`src/wdt_pkg.sv`:
```
// Constants, field layouts and types of the watchdog and reset delay timer.
// Assumes a single 100 MHz system clock; all times are derived from it.
package wdt_pkg;
  // ----------------------------------------------------------------
  // Timing
  // ----------------------------------------------------------------
  localparam int CLK_HZ        = 100_000_000;
  localparam int DRT_LONG_MS   = 18;
  localparam int DRT_SHORT_US  = 10;
  localparam int WDT_NOM_MS    = 18;
  localparam int DRT_LONG_CYC  = DRT_LONG_MS * (CLK_HZ / 1000);
  localparam int DRT_SHORT_CYC = DRT_SHORT_US * (CLK_HZ / 1_000_000);
  localparam int WDT_BASE_CYC  = WDT_NOM_MS * (CLK_HZ / 1000);
  localparam int CNT_W         = 21;
  localparam int PRE_W         = 8;
  localparam int SEL_W         = 3;
  localparam int EV_W          = 3;

  // ----------------------------------------------------------------
  // Register map (byte addresses) and fields
  // ----------------------------------------------------------------
  localparam int         ADDR_W       = 4;
  localparam logic [3:0] CTRL_OFF     = 4'h0;
  localparam logic [3:0] STAT_OFF     = 4'h4;
  localparam logic [3:0] MASK_OFF     = 4'h8;
  localparam int         CTRL_ASG_BIT = 0;
  localparam int         CTRL_SEL_LSB = 1;
  localparam int         EV_WDT_RST   = 0;
  localparam int         EV_WAKE      = 1;
  localparam int         EV_DRT_DONE  = 2;
  localparam int         ST_TO_BIT    = 4;
  localparam int         ST_RST_BIT   = 5;
  localparam int         ST_SLP_BIT   = 6;
  localparam logic [3:0] CTRL_RST     = 4'h0;
  localparam logic [2:0] MASK_RST     = 3'h0;
  localparam logic [1:0] RESP_OKAY    = 2'h0;
  localparam logic [1:0] RESP_SLVERR  = 2'h2;

  // ----------------------------------------------------------------
  // Types
  // ----------------------------------------------------------------
  typedef enum logic [2:0] {
    internal_osc_mode       = 3'h0,
    external_rc_mode        = 3'h1,
    high_speed_crystal_mode = 3'h2,
    standard_crystal_mode   = 3'h3,
    low_power_crystal_mode  = 3'h4,
    external_clock_mode     = 3'h5
  } osc_mode_t;

  typedef enum logic [1:0] {
    ST_HOLD  = 2'b00,
    ST_COUNT = 2'b01,
    ST_RUN   = 2'b11,
    ST_SLEEP = 2'b10
  } state_t;
endpackage

```
`src/watchdog_reset_delay_timer.sv`:
```
// Watchdog timer and reset delay timer with an AXI4-Lite register slave.
// Assumes core instruction strobes on aclk; pin and fuse levels are asynchronous.
//
// How it works
// - Internal, RC or external-clock modes: delay is 18 ms after power-on, 10 us after later resets.
// - Crystal or resonator modes: delay is 18 ms after power-on and after every later reset.
// - With no prescaler assigned the watchdog expires after a nominal 18 ms.
// - Software assigns a prescaler of 1:1 up to 1:128 through the control register, stretching the timeout.
// - The clear-watchdog instruction zeroes the counter, and the prescaler when it is assigned.
// - The sleep instruction zeroes the counter and the assigned prescaler so a full period runs.
// - Expiry in normal running causes a full device reset unless cleared first.
// - Expiry while asleep causes a wake-up reset.
// - A watchdog reset clears the active-low timeout flag.
// - With the enable fuse at 0 the watchdog never causes a reset.
// - After power-up the reset latch is set and the delay counts only while master clear is high.
// - A wake from sleep by the watchdog also runs the reset delay before the core resumes.
`timescale 1ns/1ps
module watchdog_reset_delay_timer
  import wdt_pkg::*;
#(
  parameter int DRT_LONG = DRT_LONG_CYC,
  parameter int WDT_BASE = WDT_BASE_CYC
) (
  // Clock and power-on reset
  input  wire logic              aclk,
  input  wire logic              aresetn,
  // Core side
  input  wire logic              clear_watchdog_instr,
  input  wire logic              sleep_instr,
  output logic                   core_reset,
  output logic                   wake_reset,
  output logic                   timeout_flag_n,
  output logic                   irq,
  // Pin and configuration fuses
  input  wire logic              master_clear_pin,
  input  wire logic              watchdog_enable_fuse,
  input  wire logic [2:0]        osc_mode,
  // AXI4-Lite slave
  input  wire logic [ADDR_W-1:0] awaddr,
  input  wire logic              awvalid,
  output logic                   awready,
  input  wire logic [31:0]       wdata,
  input  wire logic [3:0]        wstrb,
  input  wire logic              wvalid,
  output logic                   wready,
  output logic [1:0]             bresp,
  output logic                   bvalid,
  input  wire logic              bready,
  input  wire logic [ADDR_W-1:0] araddr,
  input  wire logic              arvalid,
  output logic                   arready,
  output logic [31:0]            rdata,
  output logic [1:0]             rresp,
  output logic                   rvalid,
  input  wire logic              rready
);

  // ----------------------------------------------------------------
  // Helpers
  // ----------------------------------------------------------------
  // Last prescaler count for ratio 1:2^sel
  function automatic logic [PRE_W-1:0] pre_last(input logic [SEL_W-1:0] sel);
    pre_last = PRE_W'((9'h001 << sel) - 9'h001);
  endfunction

  function automatic logic is_crystal(input logic [2:0] m);
    is_crystal = (m == high_speed_crystal_mode) || (m == standard_crystal_mode) ||
                 (m == low_power_crystal_mode);
  endfunction

  // ----------------------------------------------------------------
  // Input synchronisers
  // ----------------------------------------------------------------
  logic [4:0] sync1_reg;
  logic [4:0] sync2_reg;
  logic       master_clear_pin_s;
  logic       fuse_s;
  logic [2:0] mode_s;

  // Two stages; only the second stage feeds logic
  always_ff @(posedge aclk) begin
    if (!aresetn) begin
      sync1_reg <= 5'h00;
      sync2_reg <= 5'h00;
    end else begin
      sync1_reg <= {osc_mode, watchdog_enable_fuse, master_clear_pin};
      sync2_reg <= sync1_reg;
    end
  end
  assign master_clear_pin_s = sync2_reg[0];
  assign fuse_s = sync2_reg[1];
  assign mode_s = sync2_reg[4:2];

  // ----------------------------------------------------------------
  // Timers and reset sequencer
  // ----------------------------------------------------------------
  state_t           state_reg, state_next;
  logic [CNT_W-1:0] drt_reg, drt_next;
  logic [CNT_W-1:0] base_reg, base_next;
  logic [PRE_W-1:0] pre_reg, pre_next;
  logic             por_reg, por_next;
  logic             rst_reg, rst_next;
  logic             to_n_reg, to_n_next;
  logic             wake_reg, wake_next;
  logic [3:0]       ctrl_reg;
  logic [CNT_W-1:0] drt_last;
  logic             wdt_on;
  logic             base_wrap;
  logic             wdt_expire;
  logic             drt_done;
  logic             assigned;

  assign assigned = ctrl_reg[CTRL_ASG_BIT];
  // Long delay on power-on or with a slow-starting crystal
  assign drt_last = (por_reg || is_crystal(mode_s)) ? CNT_W'(DRT_LONG - 1)
                                                    : CNT_W'(DRT_SHORT_CYC - 1);
  assign wdt_on    = fuse_s && (state_reg == ST_RUN || state_reg == ST_SLEEP);
  assign base_wrap = base_reg == CNT_W'(WDT_BASE - 1);
  // A clear in the same cycle beats expiry
  assign wdt_expire = wdt_on && base_wrap && !clear_watchdog_instr &&
                      (!assigned || pre_reg == pre_last(ctrl_reg[3:1]));
  assign drt_done  = state_reg == ST_COUNT && master_clear_pin_s && drt_reg == drt_last;

  // Next state of sequencer, delay and watchdog counters
  always_comb begin
    state_next = state_reg;
    drt_next   = drt_reg;
    base_next  = base_reg;
    pre_next   = pre_reg;
    por_next   = por_reg;
    to_n_next  = to_n_reg;
    wake_next  = 1'b0;
    if (wdt_on) begin
      base_next = base_wrap ? '0 : base_reg + 1'b1;
      if (base_wrap && assigned) begin
        pre_next = (pre_reg == pre_last(ctrl_reg[3:1])) ? '0 : pre_reg + 1'b1;
      end
    end
    case (state_reg)
      ST_HOLD: begin
        drt_next  = '0;
        base_next = '0;
        pre_next  = '0;
        if (master_clear_pin_s) begin
          state_next = ST_COUNT;
        end
      end
      ST_COUNT: begin
        drt_next = drt_reg + 1'b1;
        if (!master_clear_pin_s) begin
          state_next = ST_HOLD;
        end else if (drt_done) begin
          state_next = ST_RUN;
          por_next   = 1'b0;
        end
      end
      ST_RUN: begin
        if (!master_clear_pin_s) begin
          state_next = ST_HOLD;
        end else if (wdt_expire) begin
          state_next = ST_HOLD;
          to_n_next  = 1'b0;
        end else if (sleep_instr) begin
          state_next = ST_SLEEP;
          base_next  = '0;
          if (assigned) begin
            pre_next = '0;
          end
        end else if (clear_watchdog_instr) begin
          base_next = '0;
          to_n_next = 1'b1;
          if (assigned) begin
            pre_next = '0;
          end
        end
      end
      ST_SLEEP: begin
        if (!master_clear_pin_s) begin
          state_next = ST_HOLD;
        end else if (wdt_expire) begin
          state_next = ST_HOLD;
          to_n_next  = 1'b0;
          wake_next  = 1'b1;
        end
      end
      default: state_next = ST_HOLD;
    endcase
    rst_next = !(state_next == ST_RUN || state_next == ST_SLEEP);
  end

  // Sequencer registers; aresetn acts as the power-on reset
  always_ff @(posedge aclk) begin
    if (!aresetn) begin
      state_reg <= ST_HOLD;
      drt_reg   <= '0;
      base_reg  <= '0;
      pre_reg   <= '0;
      por_reg   <= 1'b1;
      rst_reg   <= 1'b1;
      to_n_reg  <= 1'b1;
      wake_reg  <= 1'b0;
    end else begin
      state_reg <= state_next;
      drt_reg   <= drt_next;
      base_reg  <= base_next;
      pre_reg   <= pre_next;
      por_reg   <= por_next;
      rst_reg   <= rst_next;
      to_n_reg  <= to_n_next;
      wake_reg  <= wake_next;
    end
  end
  assign core_reset     = rst_reg;
  assign timeout_flag_n = to_n_reg;
  assign wake_reset     = wake_reg;

  // ----------------------------------------------------------------
  // AXI4-Lite slave and registers
  // ----------------------------------------------------------------
  logic [3:0]      ctrl_next;
  logic [EV_W-1:0] ev_reg, ev_next, mask_reg, mask_next;
  logic            aw_reg, aw_next, ar_reg, ar_next;
  logic            bv_reg, bv_next, rv_reg, rv_next, irq_reg, irq_next;
  logic [1:0]      br_reg, br_next, rr_reg, rr_next;
  logic [31:0]     rd_reg, rd_next;
  logic            wr_fire, rd_fire;
  logic [EV_W-1:0] ev_set;

  // Write taken once both address and data are offered
  assign wr_fire = aw_reg && awvalid && wvalid;
  assign rd_fire = ar_reg && arvalid;
  assign ev_set  = {drt_done, wake_next, wdt_expire && state_reg == ST_RUN};

  // Bus and register next values; event set wins over read-clear
  always_comb begin
    aw_next   = awvalid && wvalid && !aw_reg && !bv_reg;
    ar_next   = arvalid && !ar_reg && !rv_reg;
    bv_next   = bv_reg && !bready;
    br_next   = br_reg;
    rv_next   = rv_reg && !rready;
    rr_next   = rr_reg;
    rd_next   = rd_reg;
    ctrl_next = ctrl_reg;
    mask_next = mask_reg;
    ev_next   = ev_reg;
    if (wr_fire) begin
      bv_next = 1'b1;
      br_next = RESP_OKAY;
      if (awaddr == CTRL_OFF) begin
        if (wstrb[0]) ctrl_next = wdata[3:0];
      end else if (awaddr == MASK_OFF) begin
        if (wstrb[0]) mask_next = wdata[EV_W-1:0];
      end else if (awaddr != STAT_OFF) begin
        br_next = RESP_SLVERR;
      end
    end
    if (rd_fire) begin
      rv_next = 1'b1;
      rr_next = RESP_OKAY;
      rd_next = 32'h0000_0000;
      case (araddr)
        CTRL_OFF: rd_next[3:0] = ctrl_reg;
        MASK_OFF: rd_next[EV_W-1:0] = mask_reg;
        STAT_OFF: begin
          rd_next[EV_W-1:0]  = ev_reg;
          rd_next[ST_TO_BIT]  = to_n_reg;
          rd_next[ST_RST_BIT] = rst_reg;
          rd_next[ST_SLP_BIT] = state_reg == ST_SLEEP;
          ev_next = '0;
        end
        default: rr_next = RESP_SLVERR;
      endcase
    end
    ev_next  = ev_next | ev_set;
    irq_next = |(ev_next & mask_next);
  end

  // Bus and register flops
  always_ff @(posedge aclk) begin
    if (!aresetn) begin
      aw_reg   <= 1'b0;
      ar_reg   <= 1'b0;
      bv_reg   <= 1'b0;
      rv_reg   <= 1'b0;
      br_reg   <= RESP_OKAY;
      rr_reg   <= RESP_OKAY;
      rd_reg   <= 32'h0000_0000;
      ctrl_reg <= CTRL_RST;
      mask_reg <= MASK_RST;
      ev_reg   <= '0;
      irq_reg  <= 1'b0;
    end else begin
      aw_reg   <= aw_next;
      ar_reg   <= ar_next;
      bv_reg   <= bv_next;
      rv_reg   <= rv_next;
      br_reg   <= br_next;
      rr_reg   <= rr_next;
      rd_reg   <= rd_next;
      ctrl_reg <= ctrl_next;
      mask_reg <= mask_next;
      ev_reg   <= ev_next;
      irq_reg  <= irq_next;
    end
  end
  assign awready = aw_reg;
  assign wready  = aw_reg;
  assign bvalid  = bv_reg;
  assign bresp   = br_reg;
  assign arready = ar_reg;
  assign rvalid  = rv_reg;
  assign rresp   = rr_reg;
  assign rdata   = rd_reg;
  assign irq     = irq_reg;
endmodule // watchdog_reset_delay_timer

```
`config.mk`:
```
export PLATFORM = sky130hd
export DESIGN_NAME = watchdog_reset_delay_timer
export DESIGN_NICKNAME = d
export VERILOG_FILES = /design/src/wdt_pkg.sv /design/src/watchdog_reset_delay_timer.sv
export SDC_FILE = /design/constraint.sdc
export NUM_CORES = 1
export LEC_CHECK = 0
export BUFFER_PORTS_ARGS = -buffer_cell sky130_fd_sc_hd__buf_2
export CORE_MARGIN = 2
export CORE_UTILIZATION = 35
export CTS_CLUSTER_DIAMETER = 80
export DETAILED_ROUTE_END_ITERATION = 16
export GPL_TIMING_DRIVEN = 0
export PLACE_DENSITY = 0.59
export SYNTH_ARGS = -nofsm -noshare
export SYNTH_HDL_FRONTEND = slang
export SYNTH_SLANG_ARGS = --single-unit
```
`constraint.sdc`:
```
create_clock -name aclk -period 4.7 [get_ports aclk]
set_input_delay 0.705 -clock aclk [delete_from_list [all_inputs] [get_ports aclk]]
set_output_delay 0.705 -clock aclk [all_outputs]
set_load 0.01 [all_outputs]
```
==> metrics.md <==
| Metric | Value |
|---|---|
| Clock sink count | 90 |
| Post-DR wirelength/cell | 13.77 µm |
| Via density | 5.023 |
| Mean Syn Cell Area | 8.391 µm² |
| Final setup viols | 0 |
| Final instance area | 5431 µm² |
| Placed Cells | 793 |
| Unique masters post-synth | 62 |
| Max-slew violations | 0 |
| Global-route usage over all layers | 16.01% |
| Reg2reg setup slack | 1940 ps |
| Post-CTS setup buffers | 0 |
| CP arrival | 2990 ps |
| Initial antenna violation count | 0 |
| CP peak stage delay | 490 ps |
| Core area | 12,770 µm² |
| Vias in the first global route | 3,850 |
| Status | finished clean |
| Worst Hold Class | reg2reg |
| Vias | 4,069 |
| Seq cells post-synth | 90 |
| WL final | 11.15 mm |
| Max VDD drop | 0.1490 mV |
| Pleak | 2.127 nW |
| DR iter-0 viols | 165 |
| CP Class | reg2reg |
| First-pass GRT wire length | 18.43 mm |
| Largest net degree at the start of global routing | 16 |
| RD Place Congestion | 0.9052 |
| Final nets | 698 |
| Placed cell area | 5157 µm² |
| Area added between synthesis and finish | 17.48% |
| CTS buffer count | 9 |
| Clock latency on the worst-skew pair | 340 ps |
| Die Ht | 118.9 µm |
| DRT antenna net count | 0 |
| Share of post-route cells with drive strength above 1 | 16.64% |
| Die X | 118.9 µm |
| Post-layout minimum cycle time | 2757 ps |
| DRT Pass-1 Iters | 5 |
| Post-synth top flop | dfxtp_1 |
| Seq/Total Area, Yosys | 38.97% |
| Area contributors post-synth | dfxtp_1 39%, nor2_1 5.9%, buf_4 4.5% |
| Min Hold Slack | 441.4 ps |
| Post-synth EDFFs | 0 |
| Max Freq | 362.7 MHz |
| Unrepaired setup endpoints after global routing | false |
| TNS Setup | 0 ps |
| Yosys top cell by area | dfxtp_1 |
| Synth warnings | 0 |
| Async S/R FF share, synth | 0% |
| Post-CTS sizing | 0 |
| Yosys top cell area share | 38.97% |
| IO buf count | 43 |
| WP data required | 4930 ps |
| Final hold viol count | 0 |
| Cells after synthesis | 551 |
| Root buffer cell | clkbuf_16 |
| Max H-tree Level | 3 |
| # rows | 41 |
| Place WS | 1961 ps |
| Layout Cells excl Fill | 810 |
| Area of the die | 14,140 µm² |
| Slew Limit Headroom | 51.22% |
| Initial Util | 36.19% |
| Worst Setup Start Kind | flip-flop |
| Final period util | 58.67% |
| Area of the mapped netlist | 4623 µm² |
| Overflow after GRT | 0 |
| Slew @ Worst Pin | 726.1 ps |
| Ports | 103 |
| Final Worst Setup Slack | 1943 ps |
| CTS Hold Bufs | 0 |
| Maxcap violations | 0 |
| CTS clock-pin slew for the worst setup and hold paths | 70 ps |
| CP cell instances | buf_6, nor2_1, nand2_1, ha_1, buf_2, or4bb_1, o211ai_1, a32oi_1, a2111oi_0, o32a_2, nor2_1 |
| Layout Skew | 7.886 ps |
| PD cells | 301.9 nW/µm² |
| Max clock buf depth | 2 |
| CTS tree | built |
| Worst path most repeated cell | nor2_1 |
| Max stage delay cell, worst path | or4bb_1 |
| Nature of the critical path endpoint | flip-flop |
| Largest fanout on the critical path | 10 |
| Final HPWL from detailed placement | 8.276 mm |
| Drt drc | 0 |
==> logic make-up (layout without fill, tap and decap cells) <==
family | Yosys count | in the layout | share of synthesized area, %
AOI/OAI and AO/OA | 90 | 90 | 13.07
xor gates and xnor gates | 31 | 31 | 5.873
DFF | 90 | 90 | 38.97
buffers and inverters | 63 | 123 | 8.011
other | 1 | 28 | 0.08111
muxes | 14 | 14 | 3.085
and+or+nand+nor | 254 | 254 | 28.74
adders and majority gates | 8 | 8 | 2.165
==> Yosys cell counts (all sizes together), types with 3 or more instances <==
cell,instances
buf,38
clkbuf,11
nor3,16
or3,8
nand2,48
xnor2,9
nand4,16
and4,5
nor2,73
a32oi,3
nand3,18
nor4,6
a211oi,9
a31oi,4
ha,8
nor4bb,3
nor2b,5
inv,14
o21ai,14
and3,16
or4,4
dfxtp,90
nand2b,5
a2111oi,3
xor2,22
a21oi,27
nor3b,3
and2,16
o211ai,5
a22oi,6
mux2i,12
==> final timing paths <==
| check | startpoint | end | depth (start not counted) |
|---|---|---|---|
| min reg2reg | sync1_reg[0] | sync2_reg[0] | 1 |
| min | sync1_reg[0] | sync2_reg[0] | 1 |
| max | ctrl_reg[2] | pre_reg[2] | 11 |
| max reg2reg | ctrl_reg[2] | pre_reg[2] | 11 |
==> power breakdown <==
part	internal (W)	total, W	switching (W)
clock network	0.000360	0.000673	0.000314
logic	0.0000672	0.000183	0.000115
registers	0.000774	0.000784	0.00000934
==> metal layers <==
metal	track usage [%]	wire [µm]	vias to the layer above
li1	-	-	2065
met1	18.66	4848	1926
met2	28.66	5807	72
met3	4.310	430	6
met4	4.539	65	0
met5	0	0	-
==> critical path: cells and delay by family (launching register included) <==
family          cells  cell delay, ps
fa+ha+maj           1             130
buf+inv             2             340
compound gates      4            1100
flops               1             390
simple gates        4             690
==> cell usage in the layout (no fill, tap or decap), types with 3 or more instances in the layout <==
| cell | instances |
|---|---|
| a211oi_1 | 8 |
| a21oi_1 | 27 |
| a22oi_1 | 6 |
| a31oi_1 | 4 |
| a32oi_1 | 3 |
| and2_1 | 16 |
| and3_1 | 16 |
| and4_1 | 5 |
| buf_2 | 49 |
| buf_4 | 28 |
| buf_6 | 3 |
| clkbuf_1 | 12 |
| clkbuf_16 | 9 |
| conb_1 | 27 |
| dfxtp_1 | 90 |
| ha_1 | 8 |
| inv_1 | 14 |
| mux2i_1 | 12 |
| nand2_1 | 48 |
| nand2b_1 | 5 |
| nand3_1 | 18 |
| nand4_1 | 16 |
| nor2_1 | 73 |
| nor2b_1 | 5 |
| nor3_1 | 16 |
| nor4_1 | 5 |
| nor4bb_1 | 3 |
| o211ai_1 | 5 |
| o21ai_0 | 12 |
| or3_1 | 8 |
| or4_1 | 4 |
| xnor2_1 | 9 |
| xor2_1 | 22 |
==> final cells by class <==
cell class	instances	area, µm²
Fill cell	1298	7342
Multi-Input combinational cell	424	2550
Sequential cell	90	1802
Buffer	49	317.8
Clock buffer	10	229.0
Timing Repair Buffer	44	220.2
Tap cell	172	215.2
Inverter	14	52.55
Clock inverter	6	42.54
Antenna cell	1	2.502
==> per-stage QoR <==
step | utilization [%] | power, W
CTS | 42.50 | 0.001659
detailed placement | 40.38 | 0.0009836
global placement | 40.33 | 0.0009809
global route | 42.50 | 0.001712
finish | 42.52 | 0.001640
floorplan | - | 0.0009273
Power figures use the tool's default switching activity.
